### src/hdl/madc_pkg.sv
/*
 * Shared constants and types of the multiplexed converter serial port.
 * Assumes a 20 MHz system clock and 32-bit AXI4-Lite register access.
 */
package madc_pkg;
    // ------------------------------------------------------------
    // Frame geometry
    // ------------------------------------------------------------
    localparam int unsigned MADC_RES_W = 12;
    localparam int unsigned MADC_FRAME_CLKS = 16;
    localparam int unsigned MADC_HIZ_CLKS = 4;
    localparam int unsigned MADC_SEL_CLKS = 2;

    // ------------------------------------------------------------
    // Timing
    // ------------------------------------------------------------
    localparam int unsigned MADC_CLK_HZ = 20000000;
    localparam int unsigned MADC_SETTLE_US = 20;
    localparam int unsigned MADC_SETTLE_CYC = (MADC_SETTLE_US * (MADC_CLK_HZ / 1000000)
                                               + 0);
    localparam int unsigned MADC_CONV_NS = 3750;
    localparam int unsigned MADC_SCLK_MIN_NS = 250;
    localparam int unsigned MADC_CONV_CLKS = MADC_CONV_NS / MADC_SCLK_MIN_NS;

    // ------------------------------------------------------------
    // Register map
    // ------------------------------------------------------------
    localparam logic [3:0] MADC_CTRL_OFS = 4'h0;
    localparam logic [3:0] MADC_STAT_OFS = 4'h4;
    localparam logic [3:0] MADC_RSLT_OFS = 4'h8;
    localparam logic [31:0] MADC_CTRL_RST = 32'h0000_0000;
    localparam int unsigned MADC_CTRL_SHDN_BIT = 0;
    localparam int unsigned MADC_STAT_CHAN_LSB = 0;
    localparam int unsigned MADC_STAT_BUSY_BIT = 2;
    localparam int unsigned MADC_STAT_SETTLED_BIT = 3;
    localparam int unsigned MADC_STAT_PD_BIT = 4;
    localparam int unsigned MADC_STAT_EARLY_BIT = 5;
    localparam logic [1:0] MADC_RESP_OKAY = 2'h0;
    localparam logic [1:0] MADC_RESP_SLVERR = 2'h2;

    typedef enum logic [2:0] {
        MADC_IDLE = 3'h1,
        MADC_ACTIVE = 3'h2,
        MADC_DONE = 3'h4
    } madc_state_t;
endpackage

### src/hdl/madc_axil_regs.sv
/*
 * AXI4-Lite slave holding the control word and showing status and result.
 * Assumes one outstanding write and one outstanding read from the master.
 */
`timescale 1ns/1ps
module madc_axil_regs (
    input wire logic aclk, // System clock
    input wire logic aresetn, // Synchronous reset
    input wire logic ce, // Clock enable
    input wire logic [3:0] s_axil_awaddr, // Write address
    input wire logic [2:0] s_axil_awprot, // Unused protection
    input wire logic s_axil_awvalid, // Write address valid
    output logic s_axil_awready, // Write address ready
    input wire logic [31:0] s_axil_wdata, // Write data
    input wire logic [3:0] s_axil_wstrb, // Byte strobes
    input wire logic s_axil_wvalid, // Write data valid
    output logic s_axil_wready, // Write data ready
    output logic [1:0] s_axil_bresp, // Write response
    output logic s_axil_bvalid, // Write response valid
    input wire logic s_axil_bready, // Write response ready
    input wire logic [3:0] s_axil_araddr, // Read address
    input wire logic [2:0] s_axil_arprot, // Unused protection
    input wire logic s_axil_arvalid, // Read address valid
    output logic s_axil_arready, // Read address ready
    output logic [31:0] s_axil_rdata, // Read data
    output logic [1:0] s_axil_rresp, // Read response
    output logic s_axil_rvalid, // Read data valid
    input wire logic s_axil_rready, // Read data ready
    output logic [31:0] ctrl_q, // Control word
    input wire logic [31:0] status_i, // Live status word
    input wire logic [31:0] result_i // Last sample
);
    import madc_pkg::*;

    logic aw_ok_q, w_ok_q, bvalid_q, rvalid_q;
    logic [3:0] awaddr_q;
    logic [31:0] wdata_q, rdata_q;
    logic [3:0] wstrb_q;
    logic [1:0] bresp_q, rresp_q;

    function automatic logic known(input logic [3:0] a);
        return (a == MADC_CTRL_OFS) || (a == MADC_STAT_OFS) || (a == MADC_RSLT_OFS);
    endfunction

    // ------------------------------------------------------------
    // Write channel
    // ------------------------------------------------------------
    // Readies follow ce: a frozen slave must not take a beat it cannot store
    assign s_axil_awready = ce & ~aw_ok_q & ~bvalid_q;
    assign s_axil_wready = ce & ~w_ok_q & ~bvalid_q;
    wire aw_hs = s_axil_awvalid & s_axil_awready;
    wire w_hs = s_axil_wvalid & s_axil_wready;
    wire [3:0] wr_addr = aw_ok_q ? awaddr_q : s_axil_awaddr;
    wire [31:0] wr_data = w_ok_q ? wdata_q : s_axil_wdata;
    wire [3:0] wr_strb = w_ok_q ? wstrb_q : s_axil_wstrb;
    wire do_wr = (aw_ok_q | aw_hs) & (w_ok_q | w_hs) & ~bvalid_q;
    wire ctrl_wr = do_wr && (wr_addr == MADC_CTRL_OFS) && wr_strb[0];

    always_ff @(posedge aclk) begin
        if (!aresetn) begin
            aw_ok_q <= 1'b0;
            w_ok_q <= 1'b0;
            awaddr_q <= 4'h0;
            wdata_q <= 32'h0;
            wstrb_q <= 4'h0;
            bvalid_q <= 1'b0;
            bresp_q <= MADC_RESP_OKAY;
            ctrl_q <= MADC_CTRL_RST;
        end else if (ce) begin
            if (aw_hs) awaddr_q <= s_axil_awaddr;
            if (w_hs) begin
                wdata_q <= s_axil_wdata;
                wstrb_q <= s_axil_wstrb;
            end
            aw_ok_q <= do_wr ? 1'b0 : (aw_ok_q | aw_hs);
            w_ok_q <= do_wr ? 1'b0 : (w_ok_q | w_hs);
            if (do_wr) begin
                bvalid_q <= 1'b1;
                bresp_q <= known(wr_addr) ? MADC_RESP_OKAY : MADC_RESP_SLVERR;
            end else if (s_axil_bready) begin
                bvalid_q <= 1'b0;
            end
            // Only the low byte holds control bits
            if (ctrl_wr) ctrl_q <= {24'h0, wr_data[7:0]};
        end
    end
    assign s_axil_bvalid = bvalid_q;
    assign s_axil_bresp = bresp_q;

    // ------------------------------------------------------------
    // Read channel
    // ------------------------------------------------------------
    assign s_axil_arready = ce & ~rvalid_q;
    wire ar_hs = s_axil_arvalid & s_axil_arready;
    wire [31:0] rd_mux = (s_axil_araddr == MADC_CTRL_OFS) ? ctrl_q :
                         (s_axil_araddr == MADC_STAT_OFS) ? status_i :
                         (s_axil_araddr == MADC_RSLT_OFS) ? result_i : 32'h0;

    always_ff @(posedge aclk) begin
        if (!aresetn) begin
            rvalid_q <= 1'b0;
            rdata_q <= 32'h0;
            rresp_q <= MADC_RESP_OKAY;
        end else if (ce) begin
            if (ar_hs) begin
                rvalid_q <= 1'b1;
                rdata_q <= rd_mux;
                rresp_q <= known(s_axil_araddr) ? MADC_RESP_OKAY : MADC_RESP_SLVERR;
            end else if (s_axil_rready) begin
                rvalid_q <= 1'b0;
            end
        end
    end
    assign s_axil_rvalid = rvalid_q;
    assign s_axil_rdata = rdata_q;
    assign s_axil_rresp = rresp_q;
endmodule

### src/hdl/madc_serial_port.sv
/*
 * Digital side of a 12-bit sampling converter with a two- or four-input
 * mux: select, serial clock, channel-select input, result output, shutdown.
 * Assumes every pin input is synchronous to aclk, which runs well above
 * the serial clock; analog inputs arrive here as 12-bit codes.
 */
`timescale 1ns/1ps
// What this block does
// - Shutdown low keeps converting; shutdown high forces idle low-power state.
// - After shutdown release, 20 us settling is tracked; earlier samples are flagged.
// - Select high leaves device idle; select low lets it follow serial clock.
// - Each result leaves the output as a twelve-bit serial word.
// - Results are unsigned straight binary, zero to all ones.
// - Conversion finishes inside fifteen serial clock periods of the frame.
// - Exactly one analog input, chosen by channel-select bits, is sampled.
// - Channel bits from frame n take effect for frame n+1 only.
// - Output high-impedance four clocks, then 12 bits MSB first on falls.
// - Select high clears logic, returns to sampling, releases the output.
module madc_serial_port #(
    parameter int unsigned NUM_CH = 4 // Mux inputs, 2 or 4
) (
    input wire logic aclk, // System clock
    input wire logic aresetn, // Synchronous reset
    input wire logic ce, // Clock enable
    input wire logic [3:0] s_axil_awaddr, // Write address
    input wire logic [2:0] s_axil_awprot, // Unused protection
    input wire logic s_axil_awvalid, // Write address valid
    output logic s_axil_awready, // Write address ready
    input wire logic [31:0] s_axil_wdata, // Write data
    input wire logic [3:0] s_axil_wstrb, // Byte strobes
    input wire logic s_axil_wvalid, // Write data valid
    output logic s_axil_wready, // Write data ready
    output logic [1:0] s_axil_bresp, // Write response
    output logic s_axil_bvalid, // Write response valid
    input wire logic s_axil_bready, // Write response ready
    input wire logic [3:0] s_axil_araddr, // Read address
    input wire logic [2:0] s_axil_arprot, // Unused protection
    input wire logic s_axil_arvalid, // Read address valid
    output logic s_axil_arready, // Read address ready
    output logic [31:0] s_axil_rdata, // Read data
    output logic [1:0] s_axil_rresp, // Read response
    output logic s_axil_rvalid, // Read data valid
    input wire logic s_axil_rready, // Read data ready
    input wire logic dev_sel_n, // Device select, low selects
    input wire logic sclk, // Serial clock from host
    input wire logic chan_sel_din, // Channel-select data in
    input wire logic power_down_in, // High shuts down
    output logic dout_o, // Result data out
    output logic dout_oe, // Result output enable
    input wire logic [madc_pkg::MADC_RES_W-1:0] analog_in_0, // Input 0 code
    input wire logic [madc_pkg::MADC_RES_W-1:0] analog_in_1, // Input 1 code
    input wire logic [madc_pkg::MADC_RES_W-1:0] analog_in_2, // Input 2 code
    input wire logic [madc_pkg::MADC_RES_W-1:0] analog_in_3 // Input 3 code
);
    import madc_pkg::*;

    if (NUM_CH != 2 && NUM_CH != 4) begin : g_bad_num_ch
        $error("NUM_CH must be 2 or 4");
    end

    // ------------------------------------------------------------
    // Registers and decode
    // ------------------------------------------------------------
    madc_state_t state_q;
    logic sclk_q;
    logic [4:0] cnt_q;
    logic [1:0] chan_q;
    logic chan_sel_bit1_q, chan_sel_bit0_q;
    logic [MADC_RES_W-1:0] result_q;
    logic dout_q, oe_q, early_q;
    logic [8:0] settle_q;
    logic [31:0] ctrl_q;

    wire pd_eff = power_down_in | ctrl_q[MADC_CTRL_SHDN_BIT];
    wire abort = dev_sel_n | pd_eff;
    wire rise = sclk & ~sclk_q;
    wire fall = ~sclk & sclk_q;
    wire settled = (settle_q == 9'(MADC_SETTLE_CYC));
    wire frame_end = (state_q == MADC_ACTIVE) && rise && (cnt_q == 5'(MADC_FRAME_CLKS - 1));
    wire shift_bit = (state_q == MADC_ACTIVE) && fall && (cnt_q >= 5'(MADC_HIZ_CLKS))
                     && (cnt_q < 5'(MADC_FRAME_CLKS));
    // A dead clock after the sixteenth restarts a free-running frame
    wire start = !abort && ((state_q == MADC_IDLE) || ((state_q == MADC_DONE) && rise));
    wire [1:0] next_chan = (NUM_CH == 4) ? {chan_sel_bit1_q, chan_sel_bit0_q}
                                         : {1'b0, chan_sel_bit0_q};

    function automatic logic [MADC_RES_W-1:0] pick(input logic [1:0] c,
            input logic [MADC_RES_W-1:0] a0, input logic [MADC_RES_W-1:0] a1,
            input logic [MADC_RES_W-1:0] a2, input logic [MADC_RES_W-1:0] a3);
        return (c == 2'h0) ? a0 : (c == 2'h1) ? a1 : (c == 2'h2) ? a2 : a3;
    endfunction

    wire [MADC_RES_W-1:0] sel_sample = pick(chan_q, analog_in_0, analog_in_1,
                                            analog_in_2, analog_in_3);
    wire [3:0] bit_idx = 4'(4'(MADC_FRAME_CLKS - 1) - cnt_q[3:0]);

    // ------------------------------------------------------------
    // Frame engine
    // ------------------------------------------------------------
    always_ff @(posedge aclk) begin
        if (!aresetn) begin
            state_q <= MADC_IDLE;
            sclk_q <= 1'b0;
            cnt_q <= 5'h00;
            result_q <= 12'h000;
            early_q <= 1'b0;
        end else if (ce) begin
            sclk_q <= sclk;
            if (abort) begin
                state_q <= MADC_IDLE;
                cnt_q <= 5'h00;
            end else if (start) begin
                state_q <= MADC_ACTIVE;
                cnt_q <= 5'h00;
                result_q <= sel_sample;
                early_q <= !settled;
            end else if (state_q == MADC_ACTIVE && rise) begin
                cnt_q <= 5'(cnt_q + 5'h01);
                if (frame_end) state_q <= MADC_DONE;
            end
        end
    end

    // capture now, apply at frame end
    always_ff @(posedge aclk) begin
        if (!aresetn) begin
            chan_q <= 2'h0;
            chan_sel_bit1_q <= 1'b0;
            chan_sel_bit0_q <= 1'b0;
        end else if (ce) begin
            if (!abort && state_q == MADC_ACTIVE && rise && cnt_q < 5'(MADC_SEL_CLKS)) begin
                chan_sel_bit1_q <= chan_sel_bit0_q;
                chan_sel_bit0_q <= chan_sel_din;
            end
            if (!abort && frame_end) chan_q <= next_chan;
        end
    end

    always_ff @(posedge aclk) begin
        if (!aresetn) begin
            dout_q <= 1'b0;
            oe_q <= 1'b0;
        end else if (ce) begin
            if (abort) begin
                oe_q <= 1'b0;
            end else if (shift_bit) begin
                oe_q <= 1'b1;
                dout_q <= result_q[bit_idx];
            end else if (state_q != MADC_ACTIVE && fall) begin
                oe_q <= 1'b0;
            end else if (start) begin
                oe_q <= 1'b0;
            end
        end
    end
    assign dout_oe = oe_q & ~abort;
    assign dout_o = dout_q;

    always_ff @(posedge aclk) begin
        if (!aresetn) begin
            settle_q <= 9'h000;
        end else if (ce) begin
            if (pd_eff) settle_q <= 9'h000;
            else if (!settled) settle_q <= 9'(settle_q + 9'h001);
        end
    end

    // ------------------------------------------------------------
    // Register slave
    // ------------------------------------------------------------
    wire [31:0] status_w = 32'(chan_q) << MADC_STAT_CHAN_LSB
                         | 32'(state_q != MADC_IDLE) << MADC_STAT_BUSY_BIT
                         | 32'(settled) << MADC_STAT_SETTLED_BIT
                         | 32'(pd_eff) << MADC_STAT_PD_BIT
                         | 32'(early_q) << MADC_STAT_EARLY_BIT;

    madc_axil_regs u_regs (
        .aclk(aclk),
        .aresetn(aresetn),
        .ce(ce),
        .s_axil_awaddr(s_axil_awaddr),
        .s_axil_awprot(s_axil_awprot),
        .s_axil_awvalid(s_axil_awvalid),
        .s_axil_awready(s_axil_awready),
        .s_axil_wdata(s_axil_wdata),
        .s_axil_wstrb(s_axil_wstrb),
        .s_axil_wvalid(s_axil_wvalid),
        .s_axil_wready(s_axil_wready),
        .s_axil_bresp(s_axil_bresp),
        .s_axil_bvalid(s_axil_bvalid),
        .s_axil_bready(s_axil_bready),
        .s_axil_araddr(s_axil_araddr),
        .s_axil_arprot(s_axil_arprot),
        .s_axil_arvalid(s_axil_arvalid),
        .s_axil_arready(s_axil_arready),
        .s_axil_rdata(s_axil_rdata),
        .s_axil_rresp(s_axil_rresp),
        .s_axil_rvalid(s_axil_rvalid),
        .s_axil_rready(s_axil_rready),
        .ctrl_q(ctrl_q),
        .status_i(status_w),
        .result_i({20'h00000, result_q})
    );
endmodule

### config.mk
export PLATFORM = sky130hd
export DESIGN_NAME = madc_serial_port
export DESIGN_NICKNAME = d
export VERILOG_FILES = /design/src/hdl/madc_pkg.sv /design/src/hdl/madc_axil_regs.sv /design/src/hdl/madc_serial_port.sv
export SDC_FILE = /design/constraint.sdc
export NUM_CORES = 1
export LEC_CHECK = 0
export ABC_AREA = 1
export BUFFER_PORTS_ARGS = -buffer_cell sky130_fd_sc_hd__buf_2
export CORE_MARGIN = 10
export CORE_UTILIZATION = 41
export DETAILED_ROUTE_END_ITERATION = 10
export PLACE_DENSITY = 0.64
export RECOVER_POWER = 100
export SETUP_SLACK_MARGIN = 0.4
export SYNTH_ARGS = -nofsm -noshare
export SYNTH_HDL_FRONTEND = slang
export SYNTH_SLANG_ARGS = --single-unit
### constraint.sdc
create_clock -name aclk -period 3.8 [get_ports aclk]
set_clock_uncertainty 0.1 [all_clocks]
set_input_delay 0 -clock aclk [delete_from_list [all_inputs] [get_ports aclk]]
set_output_delay 0 -clock aclk [all_outputs]
set_load 0.005 [all_outputs]
# Word-level counts from Yosys, hierarchy flattened
# Cells that the tools add are included.
# word_totals
register_bits	98
latch_bits	0
mem_bits_rw	0
romBits	0
in_bits	110
output_inout_bits	43
elab_cells	147
n_memories	0
# op_classes
addsub	3
mul	0
div	0
magnitude_cmp	4
n_eq_ne	14
n_shift	0
n_mux	32
bitwise	28
n_reduce_logical	44
# op_table
cell	n
$mux W32	2
$mux W12	4
$reduce_and A2 Y1	12
$mux W9	2
$mux W5	3
$logic_and A1 B1 Y1	14
$and A1 B1 Y1	13
$mux W1	12
$mux W3	4
$add A9 B1 Y9 const B	1
$eq A9 B9 Y1 const B	1
$reduce_and A3 Y1	3
$eq A4 B3 Y1 const B	2
$eq A4 B4 Y1 const B	2
$logic_not A4 Y1	2
$mux W8	1
$not A1 Y1	7
$or A5 B6 Y6	1
$reduce_bool A3 Y1	2
$add A5 B1 Y5 const B	1
$eq A5 B4 Y1 const B	1
$ge A5 B3 Y1 const B	1
$logic_or A1 B1 Y1	5
$lt A4 B5 Y1 const B	1
22 further kinds	28

# Depth between registers and ports, before layout
# Gate-level depths: netlist of run 1.
# logic_depth
depth_word	10
ltp_mapped	12
mapped_depth_nobuf	11

# Hierarchy
# From an unflattened synthesis of run 1, not the netlist that was laid out.
# unflattened
hier_cells	851
hier_area_um2	5436.5
# by_module_without_submodules
module	instances	cells_each	area_each_um2
madc_axil_regs	1	445	3044.2
madc_serial_port	1	406	2392.3

# Worst setup path before layout of run 1
# No wires, ideal clock.
# synth_path
path_type	flip-flop to flip-flop
startpoint	register cnt_q[1]
endpoint	register chan_q[0]
setup_time_ns	0.121
t_arrival_ns	1.339
required_ns	3.579
path_slack_ns	2.240
stages_incl_launch_ff	10
path_buffers	0
period_less_slack_ns	1.560
path_cell_list	dfxtp_1 ha_1 nand2_1 nor2_1 ha_1 inv_1 nor2_1 nand2_1 o21ai_0 a21oi_1
# synth_between
elab_chain_cells	4
# synth_lines
item	line_no	source
start, declared	madc_serial_port.sv:66	logic [4:0] cnt_q;
start signal, assigned	madc_serial_port.sv:118	cnt_q <= 5'(cnt_q + 5'h01);
$eq A5 B4 Y1	madc_serial_port.sv:79	wire frame_end = (state_q == MADC_ACTIVE) && rise && (cnt_q == 5'(MADC_FRAME_CLKS - 1));
$logic_and A1 B1 Y1	madc_serial_port.sv:79	
$logic_and A1 B1 Y1	madc_serial_port.sv:135	if (!abort && frame_end) chan_q <= next_chan;
$reduce_and A2 Y1 (no source line)	-	
end signal, assigned	madc_serial_port.sv:135	
end, declared	madc_serial_port.sv:67	logic [1:0] chan_q;
# No other way between the ends.
# A chain may end at the register's enable or synchronous reset.

# Worst setup path after layout of run 1
# layout_path
startpoint	register chan_q[0]
endpoint	register result_q[6]
# layout_between
elab_chain_cells	4
# layout_lines
item	line_no	source
$eq A2 B2 Y1	madc_serial_port.sv:90	return (c == 2'h0) ? a0 : (c == 2'h1) ? a1 : (c == 2'h2) ? a2 : a3;
$mux W12 (2 in series)	madc_serial_port.sv:90	
$mux W12 *	madc_serial_port.sv:90	
end signal, assigned	madc_serial_port.sv:115	result_q <= sel_sample;
end, declared	madc_serial_port.sv:69	logic [MADC_RES_W-1:0] result_q;
# Mark *: on every way between the ends. The rest lies on a longest branch, timed or not.

==> results_tabular.tex, run 1 <==
\begin{tabular}{lr}
\hline
Metric & Value \\
\hline
\multicolumn{2}{l}{\textbf{Status}} \\
\quad Run status & finished clean \\
\multicolumn{2}{l}{\textbf{Setup path}} \\
\quad Series of cell instances along the critical path & inv\_2, nor2\_1, a21oi\_1, a21oi\_1, o21a\_1, dlygate4sd3\_1, nor2\_1 \\
\quad FF-to-FF Start & chan\_q[0]\$\_SDFFE\_PN0P\_ \\
\quad Worst path buffer plus inverter count & 2 \\
\quad Crit path kind & reg2reg \\
\quad CP Data Required Time & between 3000 and 4000 ps \\
\quad Worst path slowest cell & sky130\_fd\_sc\_hd\_\_nor2\_1 \\
\quad Max Fanout on Critical Path & 24 \\
\quad Arrival time of data at the critical path endpoint & $\sim$3000 ps \\
\quad Family with the most delay on the worst path & simple AND/OR/NAND/NOR gates \\
\quad Delay of the slowest cell on the worst path & $\sim$1000 ps \\
\quad Worst Setup End Kind & flop \\
\quad R2R depth & 7 \\
\quad R2R Path End & result\_q[6]\$\_SDFFE\_PN0P\_ \\
\quad Worst setup slack for register-to-register paths & slightly above 900 ps \\
\quad Crit start category & flop \\
\multicolumn{2}{l}{\textbf{Synthesis}} \\
\quad Post-synth cell types & 39 \\
\quad Largest cells by area after synthesis & sky130\_fd\_sc\_hd\_\_dfxtp\_1, sky130\_fd\_sc\_hd\_\_nand2\_1, sky130\_fd\_sc\_hd\_\_nor2\_1, sky130\_fd\_sc\_hd\_\_a21oi\_1, sky130\_fd\_sc\_hd\_\_o21ai\_0 \\
\quad Share of the yosys chip area belonging to registers & a little over a third \\
\quad Per-instance average area after synthesis & $\sim$6.9 um\^{}2 \\
\quad Gate count of the mapped netlist & 617 \\
\quad Post-synth design cell area & between 4000 and 5000 um\^{}2 \\
\quad Fraction of synthesized cell area taken by the top area cell type & about 36\% \\
\quad Dominant cell type by area after synthesis & sky130\_fd\_sc\_hd\_\_dfxtp\_1 \\
\quad Flop and latch count out of synthesis & 76 \\
\quad Total of warnings raised by yosys & 0 \\
\multicolumn{2}{l}{\textbf{Placement}} \\
\quad Count of buffers inserted at the top-level ports & just under 100 \\
\quad Post-place instance area & 4680 um\^{}2 \\
\quad \# placed instances & 824 \\
\quad HPWL after detailed placement & approximately 9000 um \\
\quad RD Place Congestion & around 0.87 \\
\multicolumn{2}{l}{\textbf{Cells and area}} \\
\quad Final standard cell utilization of the core & a little over half \\
\quad Total area of sequential cells & 1520 um\^{}2 \\
\quad Fraction of final layout cells sized beyond drive strength 1 & between 15 and 20\% \\
\quad Multi-input combinational cell area & around 2200 um\^{}2 \\
\quad Area growth, synth to finish & 26.0\% \\
\quad Final non-filler cell total & about 900 \\
\quad Final cell area excluding filler cells & between 5000 and 6000 um\^{}2 \\
\quad Number of antenna diodes & 0 \\
\quad Number of nets in the final layout & $\sim$870 \\
\quad FILL cells & 1009 \\
\multicolumn{2}{l}{\textbf{Clocking}} \\
\quad CTS Sinks & 76 \\
\quad Clock root buffer & sky130\_fd\_sc\_hd\_\_clkbuf\_8 \\
\quad Skew-Pair Late Insertion Delay & $\sim$350 ps \\
\quad TritonCTS buffer count & 9 \\
\quad Maximum root-to-sink buffer count & 2 \\
\quad CTS clock-pin slew for the worst setup and hold paths & 80 ps \\
\quad TritonCTS clock tree & yes \\
\quad H-tree Lvls & 3 \\
\quad Post-CTS Setup Inserts & 0 \\
\multicolumn{2}{l}{\textbf{Power and ir drop}} \\
\quad Lkg Pwr & between 2 and 2.5 nW \\
\quad PnR Total Power & $\sim$1.7 mW \\
\quad Power per cell area & about 310 nW/um\^{}2 \\
\quad Worst voltage drop across the vdd grid & $\sim$240 uV \\
\multicolumn{2}{l}{\textbf{Timing}} \\
\quad Total of endpoints with negative setup slack in the final report & 0 \\
\quad Fmax & 347 MHz \\
\quad Setup TNS after final layout & 0 ps \\
\quad Final-report hold violation count & 0 \\
\quad Slew at the pin with the worst max-slew slack & 1330 ps \\
\quad Final clock period utilization by the worst path & between 70\% and 80\% \\
\quad Setup repair after global routing missed its margin & false \\
\quad Final Critical Period & just under 3000 ps \\
\quad Headroom to the max-slew limit & a little over a tenth \\
\quad Number of max-slew violations in the final report & 0 \\
\multicolumn{2}{l}{\textbf{Global route}} \\
\quad Overflow after GRT & 0 \\
\quad Maximum number of pins on one net before global-route repair & 62 \\
\quad Number of antenna violations at the first check in global routing & 0 \\
\quad Global-route wire length before repair & 20400 um \\
\quad Via count of the first global-routing pass & roughly 4400 \\
\quad All-Layer GR Usage & 16.5\% \\
\multicolumn{2}{l}{\textbf{Detailed routing}} \\
\quad Average via count per standard cell & 4.86 \\
\quad First-pass iteration count of the detailed router & 7 \\
\quad Number of nets still failing antenna checks after routing & 0 \\
\quad Wire length reported by the detailed router & 12200 um \\
\quad Vias after detailed routing & $\sim$4400 \\
\quad Wirelength per Cell & between 10 and 15 um \\
\quad DRC errors left & 0 \\
\quad Initial DRC count & 242 \\
\multicolumn{2}{l}{\textbf{Die}} \\
\quad Number of top-level pins & approximately 150 \\
\quad Core region area & roughly 10000 um\^{}2 \\
\quad Placement Rows & 37 \\
\quad Initial core utilization & between 40\% and 50\% \\
\quad Die ar. & 14800 um\^{}2 \\
\quad Chip Width & 122 um \\
\quad Die extent in y & around 120 um \\
\multicolumn{2}{l}{\textbf{Flow run}} \\
\quad Max-cap violations & 0 \\
\multicolumn{2}{l}{\textbf{Min path}} \\
\quad Cell depth of the worst hold path & 5 \\
\quad Worst hold path type & in2reg \\
\quad Worst-case hold path end point & cnt\_q[2]\$\_SDFFE\_PN0P\_ \\
\quad Worst Hold Launch & ce \\
\hline
\end{tabular}
[power breakdown]
group / internal [mW] / total, mW / leakage [nW] / switching (mW)
combinational: 0.130 / 0.273 / 1.68 / 0.144
clock: 0.236 / 0.546 / 0.0783 / 0.310
sequential: 0.833 / 0.865 / 0.620 / 0.0319
[Yosys cell counts (all sizes together)]
cell and n:
a21boi 1, ha 4, nand4 4, o21ai 59, a21oi 63, dfxtp 76
nor2 102, clkbuf 8, conb 1, a31oi 2, nand3 34, o21a 12
xor2 1, or2 1, a22oi 1, o31ai 1, buf 40, a41oi 4
clkinv 1, nor3 4, nand2 118, mux2i 8, o211ai 7, a211oi 2
inv 59, o21bai 4
[how the worst max path moves through the flow]
stage / from / endpoint / slack (ps) / depth (start not counted)
after CTS: chan_q[1]$_SDFFE_PN0P_ / result_q[0]$_SDFFE_PN0P_ / 1250 / 5
after global routing: chan_q[0]$_SDFFE_PN0P_ / result_q[0]$_SDFFE_PN0P_ / 660 / 6
final: chan_q[0]$_SDFFE_PN0P_ / result_q[6]$_SDFFE_PN0P_ / 920 / 7
after global placement: u_regs.w_ok_q$_SDFFE_PN0P_ / u_regs.wstrb_q[0]$_SDFFE_PN0P_ / 1900 / 5
after floorplan: cnt_q[1]$_SDFFE_PN0P_ / chan_q[0]$_SDFFE_PN0P_ / 2240 / 9
after detailed placement: chan_q[1]$_SDFFE_PN0P_ / result_q[0]$_SDFFE_PN0P_ / 1830 / 4
[metrics by stage]
step                hold slack, ps  worst slack [ps]
finish                        23.9               920
floorplan                     34.9              2240
CTS                           2.84              1250
global route                  32.5               658
detailed placement             142              1830
global placement               142              1900
[flip-flops by register name (all words and copies together) (netlist names), 2 cells and up]
| signal | count |
|---|---|
| chan_q | 2 |
| cnt_q | 5 |
| result_q | 12 |
| settle_q | 9 |
| state_q | 3 |
| u_regs.awaddr_q | 4 |
| u_regs.ctrl_q | 8 |
| u_regs.s_axil_rdata | 12 |
| u_regs.wdata_q | 8 |
[tightest hold or removal path, delay by kind of cell]
kind,cells,cell delay [ps]
and+or+nand+nor,3,190
buffers and inverters,2,230
[per-layer routing]
metal | vias to the layer above | global-route usage [%] | wire, um
met4 | 0 | 4.84 | 109
met2 | 117 | 29.7 | 6300
met3 | 10 | 4.30 | 757
met1 | 1987 | 18.7 | 5080
li1 | 2251 | - | -
met5 | - | 0 | 0
[cell type report]
type	instances	area share, %
clock buffer	10	2.38
clock inverter	6	0.770
inverter	60	4.20
multi-input combinational	454	41.5
sequential	76	28.4
tap	136	3.17
timing repair buffer	156	19.6
[cell families (layout without fill, tap and decap cells)]
group | after synthesis | count (layout) | synth area share (%)
buffers and inverters | 108 | 232 | 12.6
and+or+nand+nor | 263 | 263 | 26.7
AOI/OAI and AO/OA | 156 | 156 | 21.6
DFF | 76 | 76 | 35.8
xor gates and xnor gates | 1 | 1 | 0.206
muxes | 8 | 8 | 1.88
other | 1 | 22 | 0.0882
adders and majority gates | 4 | 4 | 1.18
[cell usage in the layout, fill, tap and decap left out, types with 3 or more instances in the layout]
cell type | netlist | layout
sky130_fd_sc_hd__buf_2 | 12 | 79
sky130_fd_sc_hd__o21ai_0 | 49 | 50
sky130_fd_sc_hd__clkinvlp_4 | 0 | 3
sky130_fd_sc_hd__inv_2 | 11 | 5
sky130_fd_sc_hd__conb_1 | 1 | 22
sky130_fd_sc_hd__clkbuf_1 | 8 | 18
sky130_fd_sc_hd__o211ai_1 | 6 | 7
sky130_fd_sc_hd__nand4_1 | 4 | 4
sky130_fd_sc_hd__o21ai_1 | 10 | 9
sky130_fd_sc_hd__clkbuf_8 | 0 | 9
sky130_fd_sc_hd__dfxtp_1 | 76 | 76
sky130_fd_sc_hd__dlygate4sd3_1 | 0 | 58
sky130_fd_sc_hd__o21bai_1 | 4 | 4
sky130_fd_sc_hd__nand3_1 | 33 | 33
sky130_fd_sc_hd__mux2i_1 | 8 | 8
sky130_fd_sc_hd__a21oi_1 | 55 | 56
sky130_fd_sc_hd__nand2_1 | 113 | 115
sky130_fd_sc_hd__inv_1 | 48 | 54
sky130_fd_sc_hd__a21oi_2 | 8 | 7
sky130_fd_sc_hd__nor2_2 | 8 | 3
sky130_fd_sc_hd__ha_1 | 4 | 4
sky130_fd_sc_hd__nor2_1 | 91 | 98
sky130_fd_sc_hd__a41oi_1 | 4 | 4
sky130_fd_sc_hd__o21a_1 | 12 | 12
[what timing repair did]
action | in CTS | in global routing
endpoints found under the hold margin | 47 | 0
resized for setup | 0 | 0
hold buffers | 58 | 0
Power figures use the tool's default switching activity.
==> run 2: changes to the inputs <==
--- a/config.mk
+++ b/config.mk
@@ -10,7 +10,7 @@
 export CORE_MARGIN = 10
 export CORE_UTILIZATION = 41
 export DETAILED_ROUTE_END_ITERATION = 10
-export PLACE_DENSITY = 0.64
+export PLACE_DENSITY = 0.67
 export RECOVER_POWER = 100
 export SETUP_SLACK_MARGIN = 0.4
 export SYNTH_ARGS = -nofsm -noshare
==> constraint.sdc (replaced) <==
create_clock -name aclk -period 2.4 [get_ports aclk]
set_clock_uncertainty 0.1 [all_clocks]
set_input_delay 0 -clock aclk [delete_from_list [all_inputs] [get_ports aclk]]
set_output_delay 0 -clock aclk [all_outputs]
set_load 0.005 [all_outputs]
==> run 2 against run 1 <==
Against the previous run: clock power up 90%; utilization rose by 0.18 points; global-route usage is 0.14 points lower; largest power group unchanged; total power is 69% higher; clock-buffer cell count is 1 lower; highest routed layer unchanged; design area rose by 0.35%.
==> results_tabular.tex, run 2 (synthesized netlist as in run 1, its figures left out) <==
\begin{tabular}{lr}
\hline
Metric & Value \\
\hline
\multicolumn{2}{l}{\textbf{Placement}} \\
\quad Worst-case setup slack after placement & 459 ps (-1370 ps) \\
\quad Post-place instance area & 4720 um\^{}2 (+0.80\%) \\
\quad HPWL after detailed placement & 8950 um (+2.2\%) \\
\quad RD Place Congestion & 0.894 (+2.6\%) \\
\quad Count of buffers inserted at the top-level ports & 97 (unchanged) \\
\multicolumn{2}{l}{\textbf{Clocking}} \\
\quad CTS clock-pin slew for the worst setup and hold paths & 80 ps (about the same) \\
\quad CTS Sinks & 76 (unchanged) \\
\quad H-tree Lvls & 3 (unchanged) \\
\quad TritonCTS clock tree & yes \\
\quad Maximum root-to-sink buffer count & 2 (unchanged) \\
\quad Skew-Pair Late Insertion Delay & 350 ps (about the same) \\
\quad TritonCTS buffer count & 9 (unchanged) \\
\quad Clock root buffer & sky130\_fd\_sc\_hd\_\_clkbuf\_8 \\
\multicolumn{2}{l}{\textbf{Power and ir drop}} \\
\quad Combinational cell fraction of total power & 15.6\% (-0.6 points) \\
\quad Switching power of the nets & 0.747 mW (+54\%) \\
\quad PnR Total Power & 2.85 mW (+69\%) \\
\quad Lkg Pwr & 2.39 nW (+0.25\%) \\
\quad Switching Fraction & 26.3\% (-2.5 points) \\
\quad Flop pwr share & 47.9\% (-3.5 points) \\
\quad Power per cell area & 529 nW/um\^{}2 (+68\%) \\
\quad Worst voltage drop across the vdd grid & 333 uV (+36\%) \\
\quad Cell internal power dissipation & 2.10 mW (+75\%) \\
\quad Clock share of power & 36.5\% (+4.1 points) \\
\multicolumn{2}{l}{\textbf{Detailed routing}} \\
\quad DRC errors left & 0 (unchanged) \\
\quad Wire length reported by the detailed router & 12400 um (+1.6\%) \\
\quad Initial DRC count & 229 (-5.4\%) \\
\quad First-pass iteration count of the detailed router & 5 (-2) \\
\quad Average via count per standard cell & 4.99 (+2.6\%) \\
\quad Vias after detailed routing & 4473 (+2.5\%) \\
\quad Number of nets still failing antenna checks after routing & 0 (unchanged) \\
\quad Wirelength per Cell & 13.9 um (+1.8\%) \\
\multicolumn{2}{l}{\textbf{Setup path}} \\
\quad Crit path kind & reg2reg \\
\quad CP Data Required Time & 2590 ps (-1350 ps) \\
\quad Family with the most delay on the worst path & simple AND/OR/NAND/NOR gates \\
\quad Worst Setup End Kind & flop \\
\quad Max Fanout on Critical Path & 12 (-50\%) \\
\quad Worst path slowest cell & sky130\_fd\_sc\_hd\_\_dfxtp\_1 \\
\quad Worst path buffer plus inverter count & 2 (unchanged) \\
\quad Most frequent CP cell & sky130\_fd\_sc\_hd\_\_nand2\_1 \\
\quad Delay of the slowest cell on the worst path & 330 ps (-700 ps) \\
\quad Series of cell instances along the critical path & inv\_1, ha\_1, nand2\_1, nor3\_1, nand2\_1, nand2\_1, nand2\_1, inv\_1, nand2\_1, a21oi\_1 \\
\quad Crit start category & flop \\
\quad Arrival time of data at the critical path endpoint & 2180 ps (-840 ps) \\
\multicolumn{2}{l}{\textbf{Timing}} \\
\quad Total of endpoints with negative setup slack in the final report & 0 (unchanged) \\
\quad Final-report hold violation count & 0 (unchanged) \\
\quad Number of max-slew violations in the final report & 0 (unchanged) \\
\quad Setup repair after global routing missed its margin & true \\
\quad Slew at the pin with the worst max-slew slack & 1050 ps (-278 ps) \\
\quad Minimum setup slack in the final design & 405 ps (-514 ps) \\
\quad Setup TNS after final layout & 0 ps (unchanged) \\
\quad Final clock period utilization by the worst path & 83.1\% (+7.3 points) \\
\quad Final Critical Period & 1990 ps (-886 ps) \\
\quad Headroom to the max-slew limit & 29.7\% (+19 points) \\
\quad Fmax & 501 MHz (+44\%) \\
\multicolumn{2}{l}{\textbf{Status}} \\
\quad Run status & finished clean \\
\multicolumn{2}{l}{\textbf{Die}} \\
\quad Core region area & 10200 um\^{}2 (unchanged) \\
\quad Placement Rows & 37 (unchanged) \\
\quad Number of top-level pins & 153 (unchanged) \\
\quad Chip Width & 122 um (unchanged) \\
\quad Die extent in y & 122 um (unchanged) \\
\quad Initial core utilization & 41.6\% (unchanged) \\
\quad Die ar. & 14800 um\^{}2 (unchanged) \\
\multicolumn{2}{l}{\textbf{Flow run}} \\
\quad Max-cap violations & 0 (unchanged) \\
\multicolumn{2}{l}{\textbf{Cells and area}} \\
\quad Commonest cells after routing, fill and taps aside & sky130\_fd\_sc\_hd\_\_nand2\_1, sky130\_fd\_sc\_hd\_\_nor2\_1, sky130\_fd\_sc\_hd\_\_buf\_2 \\
\quad Fraction of final layout cells sized beyond drive strength 1 & 16.1\% (+0.57 points) \\
\quad Number of nets in the final layout & 871 (unchanged) \\
\quad Total area of sequential cells & 1520 um\^{}2 (about the same) \\
\quad FILL cells & 1009 (unchanged) \\
\quad Multi-input combinational cell area & 2220 um\^{}2 (about the same) \\
\quad Final cell area excluding filler cells & 5380 um\^{}2 (+0.35\%) \\
\quad Commonest non-fill, non-tap cell in the layout & sky130\_fd\_sc\_hd\_\_nand2\_1 \\
\quad Area growth, synth to finish & 26.5\% \\
\multicolumn{2}{l}{\textbf{Global route}} \\
\quad Via count of the first global-routing pass & 4368 (-0.16\%) \\
\quad Overflow after GRT & 0 (unchanged) \\
\quad Maximum number of pins on one net before global-route repair & 61 (-1.6\%) \\
\quad Global-route wire length before repair & 20000 um (-1.9\%) \\
\quad All-Layer GR Usage & 16.4\% (-0.14 points) \\
\quad Number of antenna violations at the first check in global routing & 1 (+1) \\
\multicolumn{2}{l}{\textbf{Min path}} \\
\quad Worst hold path type & in2reg \\
\hline
\end{tabular}
-- run 2: cell count changes in the layout (fill, tap and decap cells not counted), sizes merged --
cell	before	now
inv	59	58
clkbuf	27	29
clkinv	4	5
buf	81	83
clkinvlp	3	0
bufinv	0	2
diode	0	1
dlygate4sd3	58	53
-- run 2: through the flow --
step                util (%)  instances  hold WS, ps
finish                  52.6        897         7.92
global route            52.6        897         61.5
CTS                     53.3        896         17.6
detailed placement      46.2        829          141
global placement        46.2        829          142
floorplan                  -        638         34.9
-- run 2: tightest hold or removal path: stages --
cell	delay (ps)
sky130_fd_sc_hd__buf_2	80
sky130_fd_sc_hd__nor2_1	40
sky130_fd_sc_hd__nand2_1	110
sky130_fd_sc_hd__a21oi_1	80
sky130_fd_sc_hd__nor2_1	110
-- run 2: worst paths after layout --
kind | startpoint | cells past startpoint | slack (ps) | to
worst min-delay path | s_axil_araddr[0] | 5 | 8 | u_regs.s_axil_rresp[1]$_SDFFE_PN0P_
worst max-delay path | settle_q[0]$_SDFFE_PN0P_ | 10 | 410 | settle_q[1]$_SDFFE_PN0P_
worst max register to register | settle_q[0]$_SDFFE_PN0P_ | 10 | 410 | settle_q[1]$_SDFFE_PN0P_
worst min register to register | oe_q$_SDFFE_PN0P_ | 2 | 380 | oe_q$_SDFFE_PN0P_
-- run 2: layer usage --
metal  GRT usage (%)  vias to the layer above  routed length [um]  share of wire [%]
li1                -                     2250                   -                  -
met1            18.5                     2049                5140                 41
met2            28.7                      139                6100                 49
met3            4.02                       35                 838                6.7
met4            7.15                        0                 375                3.0
met5               0                        -                   0                  0
-- run 2: final cells by class --
class                   count  area share, %
flip-flops and latches     76           28.3
inverters                  60           4.19
well taps                 136           3.16
diodes                      1         0.0465
multi-input cells         454           41.3
clock inverters             5           1.47
clock buffers               9           2.30
repair buffers            156           19.2
-- run 2: repair_timing --
| item | CTS | global route |
|---|---|---|
| gates resized for setup | 0 | 3 |
| endpoints found under the hold margin | 48 | 0 |
| hold buffers | 53 | 0 |
| endpoints found under the setup margin | 0 | 11 |
| buffers inserted | 0 | 0 |
-- run 2: power by group through the flow --
stage	combinational [mW]	sequential (mW)	clock, mW
after CTS	0.458	1.36	1.05
after global placement	0.374	1.39	0
final	0.443	1.36	1.04
after detailed placement	0.386	1.39	0
after global routing	0.499	1.37	1.09
after floorplan	0.275	1.38	0
==> run 3: changes to the inputs <==
==> constraint.sdc (replaced) <==
create_clock -name aclk -period 1.7 [get_ports aclk]
set_clock_uncertainty 0.1 [all_clocks]
set_input_delay 0 -clock aclk [delete_from_list [all_inputs] [get_ports aclk]]
set_output_delay 0 -clock aclk [all_outputs]
set_load 0.005 [all_outputs]
==> run 3 against run 2 <==
Against the previous run: the run now ends with hold timing left; combinational power rose by 90%; critical path type unchanged; largest cell class unchanged; critical endpoint is now cnt_q[4]$_SDFFE_PN0P_; setup slack got worse by 320 ps; total power rose by 52%; fmax rose by 23%; flip-flop and latch count did not move; clock-buffer cell count did not move; register-to-register slack got worse by 320 ps; critical path depth fell by 1; global-route usage rose by 2.6 points.
==> results_tabular.tex, run 3 (synthesized netlist as in run 1, its figures left out) <==
\begin{tabular}{lr}
\hline
Metric & Value \\
\hline
\multicolumn{2}{l}{\textbf{Setup path}} \\
\quad Worst Setup End Kind & flop \\
\quad Worst path slowest cell & sky130\_fd\_sc\_hd\_\_dfxtp\_2 \\
\quad Series of cell instances along the critical path & nor2\_4, nand2\_4, buf\_12, nor2\_4, nand2\_2, nand2\_1, inv\_4, nor2\_2, nor2\_1 \\
\quad Family with the most delay on the worst path & simple AND/OR/NAND/NOR gates \\
\quad Delay of the slowest cell on the worst path & 340 ps (about the same) \\
\quad Most frequent CP cell & sky130\_fd\_sc\_hd\_\_nor2\_4 \\
\quad CP Data Required Time & 1840 ps (-750 ps) \\
\quad R2R depth & 9 (-1) \\
\quad Arrival time of data at the critical path endpoint & 1760 ps (-420 ps) \\
\quad Worst setup slack for register-to-register paths & 80 ps (-320 ps) \\
\quad R2R Path End & cnt\_q[4]\$\_SDFFE\_PN0P\_ \\
\quad Max Fanout on Critical Path & 6 (-6) \\
\quad FF-to-FF Start & u\_regs.ctrl\_q[0]\$\_SDFFE\_PN0P\_ \\
\quad Worst path buffer plus inverter count & 2 (unchanged) \\
\quad Crit path kind & reg2reg \\
\quad Crit start category & flop \\
\multicolumn{2}{l}{\textbf{Timing}} \\
\quad Slew at the pin with the worst max-slew slack & 671 ps (-382 ps) \\
\quad Final clock period utilization by the worst path & 95.3\% (+12 points) \\
\quad Post-route worst hold slack & -118 ps (-125 ps) \\
\quad Setup repair after global routing missed its margin & true \\
\quad Final-report hold violation count & 1 (+1) \\
\quad Setup TNS after final layout & 0 ps (unchanged) \\
\quad Total of endpoints with negative setup slack in the final report & 0 (unchanged) \\
\quad Number of max-slew violations in the final report & 0 (unchanged) \\
\quad Headroom to the max-slew limit & 55.2\% (+25 points) \\
\quad Final Critical Period & 1620 ps (-375 ps) \\
\quad Fmax & 617 MHz (+23\%) \\
\multicolumn{2}{l}{\textbf{Cells and area}} \\
\quad FILL cells & 878 (-13\%) \\
\quad Commonest cells after routing, fill and taps aside & sky130\_fd\_sc\_hd\_\_nand2\_1, sky130\_fd\_sc\_hd\_\_buf\_2, sky130\_fd\_sc\_hd\_\_nor2\_1 \\
\quad Final cell area excluding filler cells & 6310 um\^{}2 (+17\%) \\
\quad Final standard cell utilization of the core & 61.6\% (+9.1 points) \\
\quad Fraction of final layout cells sized beyond drive strength 1 & 35.0\% (+19 points) \\
\quad Number of antenna diodes & 0 (-1) \\
\quad Commonest non-fill, non-tap cell in the layout & sky130\_fd\_sc\_hd\_\_nand2\_1 \\
\quad Area growth, synth to finish & 48.3\% \\
\quad Number of nets in the final layout & 912 (+4.7\%) \\
\multicolumn{2}{l}{\textbf{Power and ir drop}} \\
\quad Power per cell area & 684 nW/um\^{}2 (+29\%) \\
\quad Worst voltage drop across the vdd grid & 575 uV (+72\%) \\
\quad Lkg Pwr & 2.72 nW (+14\%) \\
\quad Cell internal power dissipation & 3.09 mW (+47\%) \\
\quad Combinational cell fraction of total power & 19.5\% (+3.9 points) \\
\quad Switching power of the nets & 1.23 mW (+65\%) \\
\quad Switching Fraction & 28.5\% (+2.2 points) \\
\quad Clock share of power & 35.8\% (-0.7 points) \\
\quad Flop pwr share & 44.7\% (-3.2 points) \\
\multicolumn{2}{l}{\textbf{Clocking}} \\
\quad Hold-fix buffers, CTS & 49 (-7.5\%) \\
\quad CTS clock-pin slew for the worst setup and hold paths & 90 ps (about the same) \\
\quad TritonCTS buffer count & 9 (unchanged) \\
\quad TritonCTS clock tree & yes \\
\quad H-tree Lvls & 3 (unchanged) \\
\quad Skew-Pair Late Insertion Delay & 350 ps (about the same) \\
\quad CTS Sinks & 76 (unchanged) \\
\quad Clock root buffer & sky130\_fd\_sc\_hd\_\_clkbuf\_8 \\
\quad Maximum root-to-sink buffer count & 2 (unchanged) \\
\multicolumn{2}{l}{\textbf{Global route}} \\
\quad All-Layer GR Usage & 19.0\% (+2.6 points) \\
\quad Maximum number of pins on one net before global-route repair & 42 (-31\%) \\
\quad Number of antenna violations at the first check in global routing & 0 (-1) \\
\quad Overflow after GRT & 0 (unchanged) \\
\quad Via count of the first global-routing pass & 4897 (+12\%) \\
\quad Global-route wire length before repair & 23100 um (+15\%) \\
\multicolumn{2}{l}{\textbf{Die}} \\
\quad Die ar. & 14800 um\^{}2 (unchanged) \\
\quad Placement Rows & 37 (unchanged) \\
\quad Number of top-level pins & 153 (unchanged) \\
\quad Core region area & 10200 um\^{}2 (unchanged) \\
\quad Chip Width & 122 um (unchanged) \\
\quad Die extent in y & 122 um (unchanged) \\
\quad Initial core utilization & 41.6\% (unchanged) \\
\multicolumn{2}{l}{\textbf{Detailed routing}} \\
\quad Average via count per standard cell & 5.11 (+2.5\%) \\
\quad First-pass iteration count of the detailed router & 7 (+2) \\
\quad Number of nets still failing antenna checks after routing & 0 (unchanged) \\
\quad Vias after detailed routing & 4799 (+7.3\%) \\
\quad Initial DRC count & 345 (+51\%) \\
\quad Wirelength per Cell & 15.7 um (+13\%) \\
\quad Wire length reported by the detailed router & 14800 um (+19\%) \\
\quad DRC errors left & 0 (unchanged) \\
\multicolumn{2}{l}{\textbf{Placement}} \\
\quad Count of buffers inserted at the top-level ports & 97 (unchanged) \\
\quad HPWL after detailed placement & 9380 um (+4.8\%) \\
\quad RD Place Congestion & 0.899 (+0.56\%) \\
\quad Post-place instance area & 4890 um\^{}2 (+3.6\%) \\
\multicolumn{2}{l}{\textbf{Min path}} \\
\quad Cell depth of the worst hold path & 4 (-1) \\
\quad Worst-case hold path end point & settle\_q[1]\$\_SDFFE\_PN0P\_ \\
\quad Worst Hold Launch & power\_down\_in \\
\quad Worst hold path type & in2reg \\
\multicolumn{2}{l}{\textbf{Status}} \\
\quad Violations in the final reports & hold timing \\
\quad Run status & complete, but fails checks \\
\multicolumn{2}{l}{\textbf{Flow run}} \\
\quad Max-cap violations & 0 (unchanged) \\
\hline
\end{tabular}
run 3: cell types whose count changed in the layout (fill, tap and decap cells not counted), sizes merged, moves of 2 or more:
cell / before / now
nand2: 118 / 120
clkbuf: 29 / 26
dlygate4sd3: 53 / 49
clkinvlp: 0 / 6
buf: 83 / 125
run 3: worst max-delay path by stage:
| stage | cells past startpoint | slack, ps | start | endpoint |
|---|---|---|---|---|
| 2_1_floorplan | 9 | 280 | cnt_q[1]$_SDFFE_PN0P_ | chan_q[0]$_SDFFE_PN0P_ |
| 3_3_place_gp | 4 | 80 | chan_q[0]$_SDFFE_PN0P_ | result_q[1]$_SDFFE_PN0P_ |
| 3_5_place_dp | 4 | 10 | chan_q[0]$_SDFFE_PN0P_ | result_q[11]$_SDFFE_PN0P_ |
| 4_1_cts | 11 | 90 | settle_q[0]$_SDFFE_PN0P_ | settle_q[4]$_SDFFE_PN0P_ |
| 5_1_grt | 9 | 10 | u_regs.ctrl_q[0]$_SDFFE_PN0P_ | cnt_q[4]$_SDFFE_PN0P_ |
| 6_report | 9 | 80 | u_regs.ctrl_q[0]$_SDFFE_PN0P_ | cnt_q[4]$_SDFFE_PN0P_ |
run 3: power groups by stage:
| stage | Combinational (mW) | Sequential, mW | Clock, mW |
|---|---|---|---|
| 2_1_floorplan | 0.399 | 1.95 | 0 |
| 3_3_place_gp | 0.556 | 1.97 | 0 |
| 3_5_place_dp | 0.571 | 1.97 | 0 |
| 4_1_cts | 0.775 | 1.93 | 1.57 |
| 5_1_grt | 0.920 | 1.94 | 1.64 |
| 6_report | 0.841 | 1.93 | 1.54 |
run 3: through the flow:
step | worst slack, ps | std cells | power, mW
after floorplan | 278 | 638 | 2.35
after global placement | 75.4 | 839 | 2.52
after detailed placement | 9.65 | 839 | 2.54
after CTS | 92.2 | 931 | 4.28
after global routing | 10.7 | 939 | 4.50
final | 80.5 | 939 | 4.32
run 3: cell type report:
class / instances / area [um^2] / area share [%]
timing repair buffer: 191 / 1370 / 21.8
clock inverter: 7 / 98.8 / 1.57
clock buffer: 9 / 124 / 1.96
multi-input combinational: 457 / 2720 / 43.1
tap: 136 / 170 / 2.70
inverter: 60 / 246 / 3.91
sequential: 76 / 1550 / 24.5
timing repair inverter: 3 / 28.8 / 0.456
run 3: worst register-to-register path, cell delays in order (launching register included):
cell and delay, ps:
sky130_fd_sc_hd__dfxtp_2 340, sky130_fd_sc_hd__nor2_4 150, sky130_fd_sc_hd__nand2_4 120, sky130_fd_sc_hd__buf_12 150, sky130_fd_sc_hd__nor2_4 100, sky130_fd_sc_hd__nand2_2 70
sky130_fd_sc_hd__nand2_1 240, sky130_fd_sc_hd__inv_4 80, sky130_fd_sc_hd__nor2_2 110, sky130_fd_sc_hd__nor2_1 60
run 3: timing repair:
action | 4_1_cts | 5_1_grt
gates resized for setup | 70 | 94
cloned | 6 | 0
hold endpoints to repair | 48 | 1
pin swaps | 29 | 50
buffers inserted | 21 | 8
endpoints found under the setup margin | 58 | 71
run 3: per-layer routing:
| layer | track usage (%) | wire length (um) |
|---|---|---|
| met1 | 20.2 | 5700 |
| met2 | 34.2 | 7580 |
| met3 | 5.64 | 978 |
| met4 | 8.05 | 504 |
| met5 | 0 | 0 |
